File: config.mk
export PLATFORM = sky130hd
export DESIGN_NAME = pcg_top
export DESIGN_NICKNAME = d
export VERILOG_FILES = /design/src/logic/pcg_pkg.sv /design/src/logic/pcg_wr_if.sv /design/src/logic/pcg_strap_sync.sv /design/src/logic/pcg_lane_bank.sv /design/src/logic/pcg_top.sv
export SDC_FILE = /design/constraint.sdc
export NUM_CORES = 1
export LEC_CHECK = 0
export BUFFER_PORTS_ARGS = -buffer_cell sky130_fd_sc_hd__buf_2
export CORE_MARGIN = 3
export CORE_UTILIZATION = 56
export DETAILED_ROUTE_END_ITERATION = 12
export PLACE_DENSITY = 0.87
export SLEW_MARGIN = 30
export SYNTH_ARGS = -nofsm -noshare
export SYNTH_HDL_FRONTEND = slang
export SYNTH_SLANG_ARGS = --single-unit
File: constraint.sdc
create_clock -name clk -period 16.1 [get_ports clk]
set_input_delay 0.805 -clock clk [delete_from_list [all_inputs] [get_ports clk]]
set_output_delay 0.805 -clock clk [all_outputs]
set_load 0.03 [all_outputs]
File: src/logic/pcg_pkg.sv
package pcg_pkg;
  localparam logic [11:0] OFS_PORT_CFG     = 12'h300;
  localparam logic [11:0] OFS_CLK_GATE     = 12'h314;
  localparam logic [11:0] OFS_LANE_STN0    = 12'h330;
  localparam logic [11:0] OFS_LANE_STN45   = 12'h338;

  localparam logic [31:0] MASK_PORT_CFG    = 32'h0000_0F03;
  localparam logic [31:0] MASK_CLK_GATE    = 32'h18FF_000F;
  localparam logic [31:0] MASK_LANE_STN0   = 32'h0000_FFFF;
  localparam logic [31:0] RST_CLK_GATE     = 32'h18FF_000F;
  localparam logic [31:0] RST_PORT_CFG     = 32'h0000_0000;

  localparam int          CFG_STN0_LSB     = 0;
  localparam int          CFG_STN4_LSB     = 8;
  localparam int          CFG_STN5_LSB     = 10;
  localparam int          BIT_PORT0        = 0;
  localparam int          BIT_PORT1        = 1;
  localparam int          BIT_PORT16       = 16;
  localparam int          BIT_PORT17       = 17;
  localparam int          BIT_PORT20       = 20;
  localparam int          BIT_PORT21       = 21;
  localparam int          BIT_ROOT4        = 27;
  localparam int          BIT_ROOT5        = 28;

  localparam int          NUM_LANES        = 48;
  localparam int          LANE_STN0_W      = 16;
  localparam int          LANE_HI_BASE     = 32;
  localparam int          LANE_MID_BASE    = 16;
  localparam logic [47:0] RST_LANE_FLAGS   = 48'hFFFF_FFFF_FFFF;

  localparam int          NUM_SRC          = 3;
  localparam int          SRC_PORT0        = 0;
  localparam int          SRC_NT_VIRT      = 1;
  localparam int          SRC_MGMT         = 2;
  localparam logic [1:0]  SYNC_WAIT_CYC    = 2'h3;

  typedef enum logic [1:0] {PH_SYNC, PH_LOAD, PH_SEED, PH_RUN} pcg_phase_type;
endpackage

File: src/logic/pcg_wr_if.sv
`timescale 1ns/10ps
`default_nettype none
interface pcg_wr_if;
  logic        wr_stn0;
  logic        wr_stn45;
  logic [31:0] wdata;
  modport src (output wr_stn0, output wr_stn45, output wdata);
  modport dst (input wr_stn0, input wr_stn45, input wdata);
endinterface : pcg_wr_if
`default_nettype wire

File: src/logic/pcg_strap_sync.sv
`timescale 1ns/10ps
`default_nettype none
module pcg_strap_sync #(
  parameter int WIDTH = 8
) (
  input  wire logic             clk,      // core clock
  input  wire logic             sys_rst,  // fundamental reset
  input  wire logic [WIDTH-1:0] pin_in,   // raw strap pins
  output logic      [WIDTH-1:0] pin_out   // synchronised straps
);
  logic [WIDTH-1:0] stage1;
  logic [WIDTH-1:0] stage2;

  // first stage feeds only the second
  always_ff @(posedge clk or posedge sys_rst) begin
    if (sys_rst) begin
      stage1 <= '0;
      stage2 <= '0;
    end else begin
      stage1 <= pin_in;
      stage2 <= stage1;
    end
  end

  assign pin_out = stage2;
endmodule // pcg_strap_sync
`default_nettype wire

File: src/logic/pcg_lane_bank.sv
`timescale 1ns/10ps
`default_nettype none
module pcg_lane_bank #(
  parameter int LANES = 48
) (
  input  wire logic             clk,      // core clock
  input  wire logic             sys_rst,  // fundamental reset
  input  wire logic [LANES-1:0] lane_up,  // per-lane up from physical layer
  pcg_wr_if.dst                 wr,       // software writes
  output logic      [LANES-1:0] flags     // lane-up status bits
);
  logic [LANES-1:0] up_d;
  logic [LANES-1:0] next_flags;

  genvar g;
  generate
    for (g = 0; g < LANES; g++) begin : g_lane
      logic sw_hit;
      logic sw_val;
      if (g < pcg_pkg::LANE_STN0_W) begin : g_s0
        assign sw_hit = wr.wr_stn0;
        assign sw_val = wr.wdata[g];
      end else if (g < pcg_pkg::LANE_HI_BASE) begin : g_mid
        assign sw_hit = wr.wr_stn45;
        assign sw_val = wr.wdata[g];
      end else begin : g_hi
        assign sw_hit = wr.wr_stn45;
        assign sw_val = wr.wdata[g - pcg_pkg::LANE_HI_BASE];
      end
      // lane edge wins over a software write in the same cycle
      always_comb begin
        next_flags[g] = flags[g];
        if (sw_hit)
          next_flags[g] = sw_val;
        if (lane_up[g] && !up_d[g])
          next_flags[g] = 1'b1;
        else if (!lane_up[g] && up_d[g])
          next_flags[g] = 1'b0;
      end
    end
  endgenerate

  // sticky: of the resets only the fundamental reset returns the bits to up
  always_ff @(posedge clk or posedge sys_rst) begin
    if (sys_rst) begin
      flags <= pcg_pkg::RST_LANE_FLAGS;
      up_d  <= pcg_pkg::RST_LANE_FLAGS;
    end else begin
      flags <= next_flags;
      up_d  <= lane_up;
    end
  end
endmodule // pcg_lane_bank
`default_nettype wire

File: src/logic/pcg_top.sv
// Overview of operation
// - after reset, port enables follow width straps unless EEPROM config overrides them
// - cleared clock-enable bit stops that port's clock, disabling it
// - never enable more ports than the configuration allows
// - clock-enable bit 0 disables, 1 enables; port 0 bit resets to 1
// - port 1..3 enable reset values follow station 0 width config
// - port 17..19 enable reset values follow station 4 width config
// - port 21..23 enable reset values follow station 5 width config
// - port 16 and 20 bits sit at 16 and 20, reset to 1
// - station 4/5 root clock enables at bits 27, 28, reset 1, writable
// - station 0 lane word: one up bit per lane, reset to 1
// - registers reached via port 0, nontransparent interface, or management port by mode
// - station 4/5 lane word: lanes 32-47 low half, 16-31 high half
// - width configuration fields reset only by fundamental reset
`timescale 1ns/10ps
`default_nettype none
module pcg_top (
  input  wire logic        clk,              // core clock, 250 MHz
  input  wire logic        sys_rst,          // fundamental reset, async high
  input  wire logic        hot_rst,          // lesser reset, same-clock pulse
  input  wire logic [1:0]  station0_width_strap, // station 0 width strap pins
  input  wire logic [1:0]  station4_width_strap, // station 4 width strap pins
  input  wire logic [1:0]  station5_width_strap, // station 5 width strap pins
  input  wire logic        vswitch_strap,    // virtual switch mode strap pin
  input  wire logic        port0_nontransparent_strap, // port 0 legacy nontransparent pin
  input  wire logic [2:0]  acc_req,          // per-source register request
  input  wire logic [2:0]  acc_wr,           // per-source write, else read
  input  wire logic [35:0] acc_addr,         // per-source byte offset, 12 bits each
  input  wire logic [95:0] acc_wdata,        // per-source write data, 32 bits each
  output logic             acc_ack,          // answer pulse for accepted request
  output logic      [31:0] acc_rdata,        // read data with acc_ack
  input  wire logic        ee_wr,            // EEPROM or I2C register write
  input  wire logic [11:0] ee_addr,          // EEPROM or I2C byte offset
  input  wire logic [31:0] ee_wdata,         // EEPROM or I2C write data
  input  wire logic        ee_done,          // EEPROM load finished or absent
  input  wire logic [47:0] lane_up,          // per-lane up from physical layer
  output logic      [23:0] port_clk_en,      // effective per-port clock enable
  output logic             stn4_root_en,     // station 4 root clock enable
  output logic             stn5_root_en,     // station 5 root clock enable
  output logic             cfg_ready         // seeding finished
);
  logic [7:0]  strap_s;
  logic [1:0]  st0_w;
  logic [1:0]  st4_w;
  logic [1:0]  st5_w;
  logic        vs_mode;
  logic        nt_port0;

  pcg_strap_sync #(.WIDTH(8)) u_strap (
    .clk     (clk),
    .sys_rst (sys_rst),
    .pin_in  ({port0_nontransparent_strap, vswitch_strap, station5_width_strap,
               station4_width_strap, station0_width_strap}),
    .pin_out (strap_s)
  );
  assign st0_w    = strap_s[1:0];
  assign st4_w    = strap_s[3:2];
  assign st5_w    = strap_s[5:4];
  assign vs_mode  = strap_s[6];
  assign nt_port0 = strap_s[7];

  // enables for the three non-register ports of a station, by width code
  // 00 x4x4x4x4, 01 x16, 10 x8x8, 11 x8x4x4
  function automatic logic [2:0] peer_mask(input logic [1:0] code);
    case (code)
      2'h0:    peer_mask = 3'h7;
      2'h1:    peer_mask = 3'h0;
      2'h2:    peer_mask = 3'h2;
      2'h3:    peer_mask = 3'h6;
      default: peer_mask = 3'h0;
    endcase
  endfunction

  // ---------------- access source selection
  pcg_pkg::pcg_phase_type phase;
  pcg_pkg::pcg_phase_type next_phase;
  logic [1:0]  wait_cnt;
  logic [1:0]  next_wait_cnt;
  int unsigned sel_src;
  logic        req;
  logic        req_wr;
  logic [11:0] req_addr;
  logic [31:0] req_wdata;

  // mode straps are synchronised but not latched; a mode change moves the bus at once
  always_comb begin
    if (vs_mode)
      sel_src = pcg_pkg::SRC_MGMT;
    else if (nt_port0)
      sel_src = pcg_pkg::SRC_NT_VIRT;
    else
      sel_src = pcg_pkg::SRC_PORT0;
  end

  // other sources get no answer; straps are not trusted until seeding ends
  assign req       = acc_req[sel_src] && (phase == pcg_pkg::PH_RUN);
  assign req_wr    = acc_wr[sel_src];
  assign req_addr  = acc_addr[sel_src*12 +: 12];
  assign req_wdata = acc_wdata[sel_src*32 +: 32];

  // ---------------- write decode
  // one decode per target keeps loader and bus priority in a single place
  localparam int BIT_P1  = pcg_pkg::BIT_PORT1;
  localparam int BIT_P17 = pcg_pkg::BIT_PORT17;
  localparam int BIT_P21 = pcg_pkg::BIT_PORT21;

  logic        ee_live;
  logic        sw_wr_gate;
  logic        sw_wr_lane0;
  logic        sw_wr_lane45;
  logic        ee_wr_cfg;
  logic        ee_wr_gate;
  logic        ee_wr_lane0;
  logic        ee_wr_lane45;

  // loader writes to the width and gate words are dropped until the straps are captured
  assign ee_live      = (phase != pcg_pkg::PH_SYNC);
  assign sw_wr_gate   = req && req_wr && (req_addr == pcg_pkg::OFS_CLK_GATE);
  assign sw_wr_lane0  = req && req_wr && (req_addr == pcg_pkg::OFS_LANE_STN0);
  assign sw_wr_lane45 = req && req_wr && (req_addr == pcg_pkg::OFS_LANE_STN45);
  assign ee_wr_cfg    = ee_wr && ee_live && (ee_addr == pcg_pkg::OFS_PORT_CFG);
  assign ee_wr_gate   = ee_wr && ee_live && (ee_addr == pcg_pkg::OFS_CLK_GATE);
  assign ee_wr_lane0  = ee_wr && (ee_addr == pcg_pkg::OFS_LANE_STN0);
  assign ee_wr_lane45 = ee_wr && (ee_addr == pcg_pkg::OFS_LANE_STN45);

  // ---------------- width configuration, fundamental reset only
  logic [31:0] port_cfg;
  logic [31:0] next_port_cfg;

  always_comb begin
    next_port_cfg = port_cfg;
    if (phase == pcg_pkg::PH_SYNC && wait_cnt == pcg_pkg::SYNC_WAIT_CYC) begin
      next_port_cfg = '0;
      next_port_cfg[pcg_pkg::CFG_STN0_LSB +: 2] = st0_w;
      next_port_cfg[pcg_pkg::CFG_STN4_LSB +: 2] = st4_w;
      next_port_cfg[pcg_pkg::CFG_STN5_LSB +: 2] = st5_w;
    end
    // EEPROM values written after strap capture override the straps
    if (ee_wr_cfg)
      next_port_cfg = ee_wdata & pcg_pkg::MASK_PORT_CFG;
  end

  always_ff @(posedge clk or posedge sys_rst) begin
    if (sys_rst)
      port_cfg <= pcg_pkg::RST_PORT_CFG;
    else
      port_cfg <= next_port_cfg;
  end

  // ---------------- seeding sequence
  always_comb begin
    next_phase    = phase;
    next_wait_cnt = wait_cnt;
    case (phase)
      pcg_pkg::PH_SYNC: begin
        next_wait_cnt = wait_cnt + 2'h1;
        if (wait_cnt == pcg_pkg::SYNC_WAIT_CYC)
          next_phase = pcg_pkg::PH_LOAD;
      end
      // no timeout here: without a loader the done input must be tied high
      pcg_pkg::PH_LOAD:
        if (ee_done)
          next_phase = pcg_pkg::PH_SEED;
      pcg_pkg::PH_SEED:
        next_phase = pcg_pkg::PH_RUN;
      pcg_pkg::PH_RUN:
        next_phase = pcg_pkg::PH_RUN;
      default:
        next_phase = pcg_pkg::PH_SYNC;
    endcase
  end

  always_ff @(posedge clk or posedge sys_rst) begin
    if (sys_rst) begin
      phase    <= pcg_pkg::PH_SYNC;
      wait_cnt <= 2'h0;
    end else begin
      phase    <= next_phase;
      wait_cnt <= next_wait_cnt;
    end
  end

  // ---------------- clock gate register
  logic [31:0] clk_gate;
  logic [31:0] next_clk_gate;

  always_comb begin
    next_clk_gate = clk_gate;
    // seeded only here: a later width write moves the ceiling, not the enables
    if (phase == pcg_pkg::PH_SEED) begin
      next_clk_gate = pcg_pkg::RST_CLK_GATE;
      next_clk_gate[BIT_P1 +: 3]  = peer_mask(port_cfg[pcg_pkg::CFG_STN0_LSB +: 2]);
      next_clk_gate[BIT_P17 +: 3] = peer_mask(port_cfg[pcg_pkg::CFG_STN4_LSB +: 2]);
      next_clk_gate[BIT_P21 +: 3] = peer_mask(port_cfg[pcg_pkg::CFG_STN5_LSB +: 2]);
    end
    if (sw_wr_gate)
      next_clk_gate = req_wdata & pcg_pkg::MASK_CLK_GATE;
    // loader write lands last so it wins over a software write
    if (ee_wr_gate)
      next_clk_gate = ee_wdata & pcg_pkg::MASK_CLK_GATE;
  end

  // sticky: the lesser reset leaves the enables alone
  always_ff @(posedge clk or posedge sys_rst) begin
    if (sys_rst)
      clk_gate <= pcg_pkg::RST_CLK_GATE;
    else
      clk_gate <= next_clk_gate;
  end

  // ---------------- effective enables
  // a root bit low starves its whole station, register port included
  logic [23:0] allowed;
  logic [23:0] next_port_en;
  logic        next_root4;
  logic        next_root5;

  always_comb begin
    allowed = '0;
    allowed[pcg_pkg::BIT_PORT0]    = 1'b1;
    allowed[BIT_P1 +: 3]           = peer_mask(port_cfg[pcg_pkg::CFG_STN0_LSB +: 2]);
    allowed[pcg_pkg::BIT_PORT16]   = clk_gate[pcg_pkg::BIT_ROOT4];
    allowed[BIT_P17 +: 3]          = peer_mask(port_cfg[pcg_pkg::CFG_STN4_LSB +: 2])
                                     & {3{clk_gate[pcg_pkg::BIT_ROOT4]}};
    allowed[pcg_pkg::BIT_PORT20]   = clk_gate[pcg_pkg::BIT_ROOT5];
    allowed[BIT_P21 +: 3]          = peer_mask(port_cfg[pcg_pkg::CFG_STN5_LSB +: 2])
                                     & {3{clk_gate[pcg_pkg::BIT_ROOT5]}};
    // the width configuration sets the ceiling; extra set bits gain nothing
    next_port_en = '0;
    next_root4   = 1'b0;
    next_root5   = 1'b0;
    if (phase == pcg_pkg::PH_RUN) begin
      next_port_en = clk_gate[23:0] & allowed;
      next_root4   = clk_gate[pcg_pkg::BIT_ROOT4];
      next_root5   = clk_gate[pcg_pkg::BIT_ROOT5];
    end
  end

  // registered so the port clock gates never see decode glitches
  always_ff @(posedge clk or posedge sys_rst) begin
    if (sys_rst) begin
      port_clk_en  <= '0;
      stn4_root_en <= 1'b0;
      stn5_root_en <= 1'b0;
      cfg_ready    <= 1'b0;
    end else begin
      port_clk_en  <= next_port_en;
      stn4_root_en <= next_root4;
      stn5_root_en <= next_root5;
      cfg_ready    <= (phase == pcg_pkg::PH_RUN);
    end
  end

  // ---------------- lane status bank
  pcg_wr_if lane_wr ();
  logic [47:0] lane_flags;

  // a loader write takes the data path over a same-cycle bus write
  assign lane_wr.wr_stn0  = sw_wr_lane0 || ee_wr_lane0;
  assign lane_wr.wr_stn45 = sw_wr_lane45 || ee_wr_lane45;
  assign lane_wr.wdata    = (ee_wr_lane0 || ee_wr_lane45) ? ee_wdata : req_wdata;

  pcg_lane_bank #(.LANES(pcg_pkg::NUM_LANES)) u_lanes (
    .clk     (clk),
    .sys_rst (sys_rst),
    .lane_up (lane_up),
    .wr      (lane_wr),
    .flags   (lane_flags)
  );

  // ---------------- read answer
  logic [31:0] rd_mux;
  logic        next_ack;
  logic [31:0] next_rdata;

  always_comb begin
    case (req_addr)
      pcg_pkg::OFS_PORT_CFG:   rd_mux = port_cfg & pcg_pkg::MASK_PORT_CFG;
      pcg_pkg::OFS_CLK_GATE:   rd_mux = clk_gate & pcg_pkg::MASK_CLK_GATE;
      pcg_pkg::OFS_LANE_STN0:  rd_mux = {16'h0000, lane_flags[15:0]};
      pcg_pkg::OFS_LANE_STN45: rd_mux = {lane_flags[31:16], lane_flags[47:32]};
      default:                 rd_mux = 32'h0000_0000;
    endcase
    // a lesser reset swallows the answer, but a write in that cycle still lands
    next_ack   = req && !hot_rst;
    next_rdata = 32'h0000_0000;
    if (req && !req_wr && !hot_rst)
      next_rdata = rd_mux;
  end

  always_ff @(posedge clk or posedge sys_rst) begin
    if (sys_rst) begin
      acc_ack   <= 1'b0;
      acc_rdata <= 32'h0000_0000;
    end else begin
      acc_ack   <= next_ack;
      acc_rdata <= next_rdata;
    end
  end
endmodule // pcg_top
`default_nettype wire

Word-level counts from Yosys, hierarchy flattened
Cells that the tools add are included.
Widths: inputs -> output; s select.
{"block": "totals", "input_bits": 243, "register_bits": 217, "word_cells": 527}
{"block": "op_classes", "add_sub_neg": 1, "eq_ne": 23, "bitwise_logic": 3, "n_mux": 167, "mul": 1, "shifts": 2, "reduce_logical": 268, "magnitude_cmp": 1}
{"operator": "$mux 1", "n": 149}
{"operator": "$reduce_bool 3->1", "n": 49}
{"operator": "$pmux 32 s4", "n": 1}
{"operator": "$logic_and 1x1->1", "n": 110}
{"operator": "$logic_not 1->1", "n": 98}
{"operator": "$eq 12x10->1 const B", "n": 8}
{"operator": "$mux 32", "n": 3}
{"operator": "$shiftx 96x33->32", "n": 1}
{"operator": "$mux 29", "n": 3}
{"operator": "$pmux 3 s4", "n": 3}
{"operator": "$shiftx 36x33->12", "n": 1}
{"operator": "$lt 32x3->1 const B", "n": 1}
{"operator": "$mul 32x2->30 const B", "n": 1}
{"operator": "$and 24x24->24", "n": 1}
{"operator": "$mux 12", "n": 2}
{"operator": "$mux 24", "n": 1}
{"operator": "$eq 2x2->1 const B", "n": 9}
{"operator": "$eq 2x1->1 const B", "n": 4}
{"operator": "$logic_not 2->1", "n": 4}
{"operator": "$and 3x3->3", "n": 2}
{"operator": "$pmux 2 s3", "n": 1}
{"operator": "$bmux 1 s2", "n": 2}
{"operator": "$mux 2", "n": 2}
{"operator": "$reduce_bool 2->1", "n": 2}
{"operator": "other kinds (6)", "n": 8}

Depth between registers and ports, before layout
Gate-level depths: netlist (run 1).
{"block": "logic_depth", "word_depth": 11, "depth_mapped": 11, "ltp_nobuf": 6}

By module
Synthesis (run 1) repeated with hierarchy kept, for this count alone.
{"block": "unflattened", "hier_cells": 800, "hier_area_um2": 9276.4}
{"mod": "pcg_top", "cells_per_inst": 524, "n_inst": 1, "seq_area_each_um2": 1819.2, "area_each_um2": 4795.8}
{"mod": "pcg_lane_bank", "cells_per_inst": 259, "n_inst": 1, "seq_area_each_um2": 2522.4, "area_each_um2": 4076.4}
{"mod": "pcg_strap_sync", "cells_per_inst": 17, "n_inst": 1, "seq_area_each_um2": 400.4, "area_each_um2": 404.1}

Least setup slack after synthesis (run 1)
No wires, ideal clock.
{"block": "synth_path", "path_type": "in2reg", "start": "in acc_addr[0]", "end": "reg u_lanes.flags[10]", "slack_ns": 13.550, "cell_stages": 8, "t_arrival_ns": 2.470, "t_required_ns": 16.020, "cell_sequence": "nor4_1 -> a21oi_1 -> a21o_1 -> or3_1 -> buf_2 -> o31a_4 -> buf_6 -> o221ai_2"}
{"block": "synth_between", "elab_chain_cells": 5}
{"item": "start, declared", "line": "pcg_top.sv:28", "source": "input wire logic [35:0] acc_addr,"}
{"item": "$shiftx 36x33->12", "line": "pcg_top.sv:98", "source": "assign req_addr = acc_addr[sel_src*12 +: 12];"}
{"item": "$eq 12x10->1", "line": "pcg_top.sv:119", "source": "assign sw_wr_lane0 = req && req_wr && (req_addr == pcg_pkg::OFS_LANE_STN0);"}
{"item": "$logic_and 1x1->1", "line": "pcg_top.sv:119"}
{"item": "$logic_or 1x1->1", "line": "pcg_top.sv:259", "source": "assign lane_wr.wr_stn0 = sw_wr_lane0 || ee_wr_lane0;"}
{"item": "$reduce_bool 3->1 (no source line)"}
{"item": "end signal, assigned", "line": "pcg_lane_bank.sv:46", "source": "flags <= pcg_pkg::RST_LANE_FLAGS;"}
{"item": "end signal, assigned", "line": "pcg_lane_bank.sv:49", "source": "flags <= next_flags;"}
{"item": "end, declared", "line": "pcg_lane_bank.sv:10", "source": "output logic [LANES-1:0] flags"}
Every way passes these cells.
A chain may end at the register's enable or synchronous reset.

Final worst setup path (run 1)
{"block": "layout_path", "start": "reg u_strap.stage2[6] (netlist: u_strap.pin_out[6])", "end": "reg u_lanes.flags[23]"}
{"block": "layout_between", "elab_chain_cells": 8, "word_cells_on_any_way": 18, "classes_between": "mul (1); eq/ne (1); shift (2); mux (9); reduce/logical (5)"}
{"item": "start, declared", "line": "pcg_strap_sync.sv:12", "source": "logic [WIDTH-1:0] stage2;"}
{"item": "start signal, assigned", "line": "pcg_strap_sync.sv:21", "source": "stage2 <= stage1;"}
{"item": "$mux 32 (*)", "line": "pcg_top.sv:87", "source": "if (vs_mode)"}
{"item": "branches (longest 7 deep; another with $mul 32x2->30)"}
Mark *: on every way between the ends. The select of a mux whose other input is x is not followed.

==> flow_summary.ini, run 1 <==
[finish]
finalInstanceArea_mm2 = 0.0116
final_cells = 1429
multi_input_area_mm2 = 0.00420
fill_cells = 1206
regArea_mm2 = 0.00474
fin_util_pct = 71.7
finalNetCount = 1445
drive_gt1_share_pct = 41.1
final_common_cell = buf_2
syn2layout_area_growth_pct = 22.9
mostFrequentLayoutCells = 290 x buf_2, 124 x nand2_1, 110 x dfstp_2

[grt]
grtUsageTotal_pct = 31.0
grt_overflow_total = 0
grt_max_degree = 111
grt_pass1_vias = 8737
grt_pass1_wl_um = 44300
antenna_found_initial = 5

[place]
post-place-ws_ns = 12.13
finalWeightedCongestion = 0.903
placement.cell_area_mm2 = 0.0110
post-dp-hpwl_um = 20200
port_buffers = 290
dp_cells = 1391

[timing]
finalSetupTns_ns = 0
rsz0062_at_grt = no
slew_viol_final = 0
clock.fmax_ghz = 0.270
clock_skew_ns = 0.00789
timing_worst_slew_pin_value_ns = 1.01
finalHoldViolations = 0
fin_ws_ns = 12.39
slew_headroom_pct = 32.1
finalSetupViolations = 0
period_needed_ns = 3.71
whs_ns = 0.352
post-route-period-util_pct = 23.0

[synth]
yosysWarnings = 0
ys_ff_latch = 184
async_reset_ff_share_pct = 100
synthTopCellsByArea = dfstp_2 31%, dfrtp_1 20%, nand2_1 5.0%
ys_types = 61
ys_seq_area_share_pct = 50.1
yosysTopAreaCellShare_pct = 30.5
synth_edf_count = 0
synth_ff_type = dfstp_2
syn_inst = 938
synth_area_mm2 = 0.00947
yosys.area.top_type = dfstp_2
syn_avg_cell_area_um2 = 10.1

[drt]
drc = 0
drt_first_iter_violations = 965
wl_per_cell_um = 20.3
totalWireLength_um = 29000
dr_total_vias = 8636
drtPass1Iterations = 6
via_per_inst = 6.04
ant_nets = 0

[worst_setup_path]
crit_family = simple AND/OR/NAND/NOR gates
path_buf_inv = 2
cp.required_ns = 16.44
worstReg2RegEnd = u_lanes.flags[23]
worstSetupPathType = reg2reg
start_kind = flip-flop
worstRegToRegCells = 7
reg2reg_setup_slack_ns = 12.39
cp-end-kind = flip-flop
max_stage_delay_ns = 0.84
cp.arrival_ns = 4.05
path_max_fanout = 47
rr_startpoint = u_strap.pin_out[6]
path_cells = buf_4, o21ai_2, nor4_1, and3_2, a21boi_4, buf_16, o221ai_1
slowest_stage = and3_2
critPathLaunch = u_strap.pin_out[6]

[floorplanning]
placeableCoreArea_mm2 = 0.0162
rows = 46
io_pins = 303
dieArea_mm2 = 0.0185
dieWidth_um = 136
die_h_um = 136
initial_utilization_pct = 58.3

[power]
p_total_mw = 1.14
powerDensity_mw_per_mm2 = 98.1
power.leakage_nw = 5.50
ir_drop_mv = 0.0779

[clock_tree]
cts_setup_buffers = 0
cts-root-buf = clkbuf_16
cts_tree = done
ctsResizeCount = 0
cts_buffers = 17
clock_latency_ns = 0.43
htree_levels = 4
clkTransAtPathRegs_ns = 0.07
cts_buffer_depth = 2
ctsHoldBuffers = 0
clock-sinks = 184

[worst_hold_path]
min_path_cells = 0
holdPathEnd = u_strap.pin_out[2]
hold_class = reg2reg
min-delay-start = u_strap.stage1[2]

[run]
max_cap_violations = 0

[status]
status = complete, no violations
[cells by family after synthesis]
kind of cell | share of synthesized area [%]
flops | 50.1
fa+ha+maj | 0.925
other cells | 0.0396
simple gates | 14.3
mux | 7.32
xor+xnor | 0.0925
compound gates | 20.6
buf+inv | 6.61
[worst max path at each step]
stage,end,slack (ns),cells past startpoint
final,u_lanes.flags[23],12.39,7
after CTS,u_lanes.flags[23],12.30,6
after global routing,u_lanes.flags[23],12.10,7
after global placement,u_lanes.flags[46],12.30,7
after detailed placement,u_lanes.flags[23],12.13,7
after floorplan,acc_ack,10.48,1
[power breakdown]
| part | total, mW | leakage [nW] | switching [mW] | internal, mW |
|---|---|---|---|---|
| Sequential | 0.539 | 2.10 | 0.0227 | 0.516 |
| Combinational | 0.173 | 3.11 | 0.0991 | 0.0734 |
| Clock | 0.431 | 0.293 | 0.180 | 0.250 |
| Total | 1.14 | 5.50 | 0.302 | 0.840 |
[per-layer routing]
| layer | share of wire (%) | wire [um] | GRT usage, % |
|---|---|---|---|
| met1 | 39 | 11400 | 39.1 |
| met2 | 49 | 14200 | 51.1 |
| met3 | 8.1 | 2340 | 6.59 |
| met4 | 3.4 | 993 | 14.9 |
| met5 | 0 | 0 | 0 |
[worst register-to-register path, cell delays in order, from the launching register on]
cell and delay [ns]:
dfrtp_2 0.70, buf_4 0.57, o21ai_2 0.28, nor4_1 0.45, and3_2 0.84, a21boi_4 0.31
buf_16 0.25, o221ai_1 0.22
[area by class of cell]
type / instances / area share (%)
sequential: 184 / 40.8
multi-input combinational: 624 / 36.1
timing repair buffer: 299 / 13.3
clock buffer: 22 / 3.90
tap: 216 / 2.32
inverter: 69 / 2.29
clock inverter: 10 / 1.24
antenna: 5 / 0.108
[synth_stat cells (17+ instances only)]
cell type  count
and3_1        24
dfstp_2      110
mux2i_1       35
o221ai_1      37
dfrtp_1       74
nand2_1      125
o2111ai_1     17
a221o_1       18
clkbuf_1      31
a21oi_1       24
inv_1         69
nor2_1        51
o21ai_0       67
and2_1        19
mux2_2        26
[state kept, by name, summed over array words and instances (netlist names)]
signal	cells
u_lanes.up_d	48
cfg_ready	1
u_strap.pin_out	8
stn5_root_en	1
port_cfg	6
u_strap.stage1	8
acc_rdata	32
wait_cnt	2
port_clk_en	12
u_lanes.flags	48
clk_gate	14
acc_ack	1
stn4_root_en	1
phase	2
No activity file was read; power rests on OpenSTA's default activity.
==> run 2, diff against run 1 <==
--- a/config.mk
+++ b/config.mk
@@ -7,9 +7,9 @@
 export LEC_CHECK = 0
 export BUFFER_PORTS_ARGS = -buffer_cell sky130_fd_sc_hd__buf_2
 export CORE_MARGIN = 3
-export CORE_UTILIZATION = 56
+export CORE_UTILIZATION = 47
 export DETAILED_ROUTE_END_ITERATION = 12
-export PLACE_DENSITY = 0.87
+export PLACE_DENSITY = 0.78
 export SLEW_MARGIN = 30
 export SYNTH_ARGS = -nofsm -noshare
 export SYNTH_HDL_FRONTEND = slang
==> constraint.sdc (replaced) <==
create_clock -name clk -period 3.01 [get_ports clk]
set_input_delay 0.1505 -clock clk [delete_from_list [all_inputs] [get_ports clk]]
set_output_delay 0.1505 -clock clk [all_outputs]
set_load 0.03 [all_outputs]
==> run 2 against run 1 <==
Against the previous run:
- worst setup slack got worse by 12 ns
- final cell count increased by 10%
- first-iteration DRC count decreased by 28%
- sequential cell count unchanged
- clock power grew to 5.4 times the previous value
- fmax increased by 42%
- routed wire length increased by 4.8%
- via count rose by 3.5%
- clock skew rose by 0.0082 ns
- sequential power increased to 5.3 times the previous value
- hold slack worse by 0.25 ns
- global-route usage is 3.6 points lower
==> flow_summary.ini, run 2 (synthesized netlist as in run 1, its figures left out) <==
[floorplanning]
rows = 51
initial_utilization_pct = 48.2
dieWidth_um = 148
placeableCoreArea_mm2 = 0.0197
die_h_um = 148
io_pins = 303
dieArea_mm2 = 0.0219

[finish]
regArea_mm2 = 0.00474
mostFrequentLayoutCells = 290 x buf_2, 125 x nand2_1, 110 x dfstp_2
multi_input_area_mm2 = 0.00418
final_common_cell = buf_2
drive_gt1_share_pct = 39.8
fill_cells = 1598
finalNetCount = 1544
reg_top3 = u_lanes.flags (48), u_lanes.up_d (48), acc_rdata (32)
final_cells = 1573
syn2layout_area_growth_pct = 33.5
finalInstanceArea_mm2 = 0.0126

[clock_tree]
ctsHoldBuffers = 77
cts-root-buf = clkbuf_16
cts_tree = done
htree_levels = 4
cts_setup_buffers = 0
clock-sinks = 184
ctsResizeCount = 0
clock_latency_ns = 0.45
cts_buffers = 17
cts_buffer_depth = 2
clkTransAtPathRegs_ns = 0.08

[drt]
via_per_inst = 5.68
drc = 0
totalWireLength_um = 30400
drtPass1Iterations = 5
ant_nets = 0
dr_total_vias = 8935
wl_per_cell_um = 19.3
drt_first_iter_violations = 699

[timing]
finalHoldViolations = 0
finalSetupTns_ns = 0
slew_headroom_pct = 45.1
rsz0062_at_grt = no
post-route-period-util_pct = 86.5
clock.fmax_ghz = 0.384
clock_skew_ns = 0.0161
period_needed_ns = 2.60
slew_viol_final = 0
timing_worst_slew_pin_value_ns = 0.823
finalSetupViolations = 0
whs_ns = 0.0979

[status]
status = complete, no violations

[grt]
grt_pass1_vias = 8932
grt_max_degree = 63
antenna_found_initial = 3
grtUsageTotal_pct = 27.4
grt_overflow_total = 0
grt_pass1_wl_um = 47200

[power]
ir_drop_mv = 0.324
power.leakage_nw = 5.92
powerDensity_mw_per_mm2 = 491

[worst_setup_path]
start_kind = flip-flop
worst_path_most_repeated_cell = buf_4
reg2reg_setup_slack_ns = 0.41
crit_path_end = u_lanes.flags[9]
cp_num_cells = 8
worstReg2RegEnd = u_lanes.flags[9]
cp.required_ns = 3.37
critPathLaunch = u_strap.pin_out[7]
path_cells = buf_4, nor2_2, nand3_1, o31a_1, or3_1, buf_4, o311ai_1, o221ai_2
worstSetupPathType = reg2reg
rr_startpoint = u_strap.pin_out[7]
cp-end-kind = flip-flop
slowest_stage = dfrtp_2
worstRegToRegCells = 8
path_buf_inv = 2
max_stage_delay_ns = 0.51
path_max_fanout = 13
crit_family = compound AO/OA/AOI/OAI gates
cp.arrival_ns = 2.96

[place]
finalWeightedCongestion = 0.878
port_buffers = 290
dp_cells = 1463
placement.cell_area_mm2 = 0.0113
post-dp-hpwl_um = 21600

[worst_hold_path]
hold_class = in2reg
min-delay-start = ee_wdata[24]

[run]
max_cap_violations = 0
==> run 2: cell count changes in the layout (fill, tap and decap cells not counted), sizes merged <==
cell and delta:
clkinv +4, clkinvlp +2, dlygate4sd3 +77, buf +22
diode -4, bufinv -1, clkbuf -5
==> run 2: cell type report <==
| cell class | instances | area share [%] |
|---|---|---|
| clock buffer | 17 | 3.36 |
| multi-input combinational | 624 | 33.1 |
| clock inverter | 15 | 1.51 |
| timing repair buffer | 398 | 19.8 |
| tap | 265 | 2.62 |
| inverter | 69 | 2.08 |
| sequential | 184 | 37.5 |
| antenna | 1 | 0.0198 |
==> run 2: layer usage <==
metal | up-vias | wire length, um | track usage (%)
li1 | 4113 | - | -
met1 | 4303 | 12300 | 35.2
met5 | - | 20 | 0
met2 | 446 | 14700 | 45.0
met4 | 4 | 923 | 10.4
met3 | 69 | 2450 | 6.84
==> run 2: power breakdown <==
part           total, mW  switching (mW)  internal (mW)  leakage [nW]
combinational       1.03           0.559          0.472          3.52
clock               2.31            1.05           1.26         0.299
sequential          2.87           0.113           2.76          2.10
==> run 2: stage by stage <==
stage	setup WS [ns]	util (%)	power (mW)
floorplan	0.585	-	3.46
global placement	0.497	57.3	3.81
detailed placement	0.415	57.3	3.84
CTS	0.406	64.3	6.23
global route	0.172	64.3	6.47
finish	0.408	64.3	6.21
==> run 2: worst min-delay path by stage <==
stage | to | cells after the start | slack (ns)
6_report | u_lanes.flags[24] | 5 | 0.1
5_1_grt | u_lanes.flags[26] | 5 | 0.15
4_1_cts | u_lanes.flags[24] | 5 | 0.08
3_5_place_dp | u_strap.stage1[2] | 1 | 0.26
3_3_place_gp | u_strap.stage1[5] | 1 | 0.26
2_1_floorplan | u_lanes.up_d[0] | 0 | 0.15
==> run 2: worst reg2reg max path, cell delays in order, from the launching register on <==
cell	delay, ns
dfrtp_2	0.51
buf_4	0.23
nor2_2	0.10
nand3_1	0.10
o31a_1	0.35
or3_1	0.51
buf_4	0.24
o311ai_1	0.33
o221ai_2	0.15
==> run 3, diff against run 2 <==
--- a/config.mk
+++ b/config.mk
@@ -7,10 +7,11 @@
 export LEC_CHECK = 0
 export BUFFER_PORTS_ARGS = -buffer_cell sky130_fd_sc_hd__buf_2
 export CORE_MARGIN = 3
-export CORE_UTILIZATION = 47
+export CORE_UTILIZATION = 46
 export DETAILED_ROUTE_END_ITERATION = 12
-export PLACE_DENSITY = 0.78
+export PLACE_DENSITY = 0.76
 export SLEW_MARGIN = 30
 export SYNTH_ARGS = -nofsm -noshare
 export SYNTH_HDL_FRONTEND = slang
+export SYNTH_HIERARCHICAL = 1
 export SYNTH_SLANG_ARGS = --single-unit
==> run 3 against run 2 <==
Against the previous run:
- combinational power is essentially flat
- hold slack lost 0.068 ns
- fmax shrank 11%
- register-to-register slack lost 0.33 ns
- routed wire length shrank 10%
- global-route usage shrank 3.0 points
- critical path type unchanged
- largest power group unchanged
==> flow_summary.ini, run 3 <==
[synth]
syn_inst = 800
synth_common_cells = 110 x dfstp_2, 74 x dfrtp_1, 67 x inv_1, 60 x nand2_1, 55 x nor2_1
synthTopCellsByArea = dfstp_2 31%, dfrtp_1 20%, mux2_4 6.2%
synth_edf_count = 0
ys_seq_area_share_pct = 51.1
yosysWarnings = 6
ys_types = 64
yosysMostFrequentCell = dfstp_2
synth_ff_type = dfstp_2
yosysTopAreaCellShare_pct = 31.2
synth_area_mm2 = 0.00928
yosys.area.top_type = dfstp_2
ys_ff_latch = 184
syn_avg_cell_area_um2 = 11.6
async_reset_ff_share_pct = 100

[drt]
ant_nets = 0
wl_per_cell_um = 18.6
drt_first_iter_violations = 399
dr_total_vias = 7460
drc = 0
totalWireLength_um = 27200
via_per_inst = 5.09
drtPass1Iterations = 5

[floorplanning]
placeableCoreArea_mm2 = 0.0197
dieArea_mm2 = 0.0219
rows = 51
initial_utilization_pct = 47.2
dieWidth_um = 148
die_h_um = 148
io_pins = 303

[timing]
slew_viol_final = 0
finalSetupTns_ns = 0
clock.fmax_ghz = 0.341
slew_headroom_pct = 56.8
finalSetupViolations = 0
clock_skew_ns = 0.00987
timing_worst_slew_pin_value_ns = 0.646
post-route-period-util_pct = 97.3
finalHoldViolations = 0
period_needed_ns = 2.93
fin_ws_ns = 0.0802

[finish]
final_cells = 1466
final_common_cell = buf_2
finalInstanceArea_mm2 = 0.0125
syn2layout_area_growth_pct = 35.2
finalNetCount = 1441
reg_top3 = u_lanes/flags (48), u_lanes/up_d (48), acc_rdata (32)
drive_gt1_share_pct = 50.6
mostFrequentLayoutCells = 290 x buf_2, 110 x dfstp_2, 76 x dlygate4sd3_1

[worst_setup_path]
start_kind = flip-flop
cp.required_ns = 3.36
worstRegToRegCells = 9
reg2reg_setup_slack_ns = 0.08
rr_startpoint = u_strap/pin_out[6]
cp-end-kind = flip-flop
worstSetupPathType = reg2reg
path_max_fanout = 7
worstReg2RegEnd = u_lanes/flags[7]
cp.arrival_ns = 3.28

[worst_hold_path]
hold_class = in2reg
min_path_cells = 2
min-delay-start = ee_wdata[1]
holdPathEnd = port_cfg[1]

[status]
status = complete, no violations

[place]
placement.cell_area_mm2 = 0.0111
dp_cells = 1351
post-place-ws_ns = 0.0194
post-dp-hpwl_um = 20400
port_buffers = 290
finalWeightedCongestion = 0.882

[clock_tree]
clock_latency_ns = 0.43
cts_buffers = 17
clock-sinks = 184
cts_buffer_depth = 2
cts-root-buf = clkbuf_16
htree_levels = 4
clkTransAtPathRegs_ns = 0.07
cts_tree = done

[power]
netSwitchingFraction_pct = 25.3
combPwrFrac_pct = 16.1
powerDensity_mw_per_mm2 = 496
power.leakage_nw = 6.01
clkPwrFrac_pct = 37.9
p_total_mw = 6.22
p_seq_share_pct = 46.0
switching_power_mw = 1.57
ir_drop_mv = 0.380
intPower_mw = 4.65

[run]
max_cap_violations = 0

[grt]
grt_pass1_vias = 7869
grtUsageTotal_pct = 24.4
grt_max_degree = 42
grt_overflow_total = 0
grt_pass1_wl_um = 41800
antenna_found_initial = 0
==> run 3: changes by cell type in the layout (fill, tap and decap cells not counted), moves of 11 or more <==
cell,previous run,this run
o21ai_0,67,36
o221ai_1,37,1
nand2_1,125,60
a221o_1,18,6
mux2i_1,35,48
and2_1,19,7
a21oi_1,24,39
nor2_2,1,12
o31ai_1,14,0
maj3_2,0,36
mux2_4,0,38
o2111ai_1,16,0
==> run 3: worst max-delay path by stage <==
stage / from / to / slack [ns] / cells past startpoint
finish: u_strap/pin_out[6] / u_lanes/flags[7] / 0.08 / 9
detailed placement: u_strap/pin_out[6] / u_lanes/flags[8] / 0.02 / 9
global route: u_strap/pin_out[6] / u_lanes/flags[5] / -0.006 / 9
global placement: u_strap/pin_out[6] / u_lanes/flags[7] / 0.10 / 9
CTS: u_strap/pin_out[6] / u_lanes/flags[8] / 0.004 / 9
floorplan: u_strap/pin_out[7] / u_lanes/flags[10] / 0.01 / 11
==> run 3: kinds of logic after synthesis <==
kind of cell,count (synthesis),synth area share [%]
AND/OR/NAND/NOR,198,11.0
buffers and inverters,115,6.41
flip-flops,184,51.1
XOR/XNOR,1,0.0944
AO/OA/AOI/OAI,136,10.3
other,1,0.0404
adder cells (fa/ha/maj),57,6.93
multiplexers,108,14.1
==> run 3: worst max-delay path, cell delays in order (launching register included) <==
cell and delay (ns):
dfrtp_2 0.47, or2_4 0.26, or4_4 0.48, a32o_2 0.33, nor3_4 0.18, nand2_1 0.11
o21ai_4 0.13, buf_4 0.20, mux2_2 0.34, maj3_1 0.34
==> run 3: per-layer routing <==
layer,up-vias,track usage [%],share of wire [%]
met1,3653,30.1,41
met5,-,0,0
met2,256,42.8,51
met4,0,8.18,2.6
met3,46,5.18,6.0
li1,3505,-,-
==> run 3: per-stage QoR <==
step	hold WS, ns	util, %
floorplan	0.0642	-
global placement	0.234	56.3
detailed placement	0.238	56.3
CTS	0.0116	63.4
global route	0.0310	63.8
finish	0.0301	63.8
==> run 3: layout make-up <==
| cell class | count | area [um^2] |
|---|---|---|
| Tap cell | 265 | 332 |
| Clock buffer | 21 | 470 |
| Fill cell | 1596 | 7110 |
| Antenna cell | 1 | 2.50 |
| Clock inverter | 11 | 161 |
| Multi-Input combinational cell | 512 | 4030 |
| Timing Repair Buffer | 404 | 2540 |
| Sequential cell | 184 | 4740 |
| Inverter | 68 | 259 |
==> run 3: what timing repair did <==
| item | CTS | global route |
|---|---|---|
| gates resized for setup | 0 | 8 |
| hold endpoints to repair | 121 | 0 |
| endpoints found under the setup margin | 0 | 36 |
| buffers inserted | 0 | 5 |
| hold buffers | 76 | 0 |
==> run 3: power groups by stage <==
stage	sequential [mW]	clock [mW]	combinational [mW]
global placement	2.89	0	0.880
CTS	2.86	2.40	0.994
finish	2.86	2.36	1.00
floorplan	2.92	0	0.527
global route	2.88	2.49	1.09
detailed placement	2.89	0	0.908
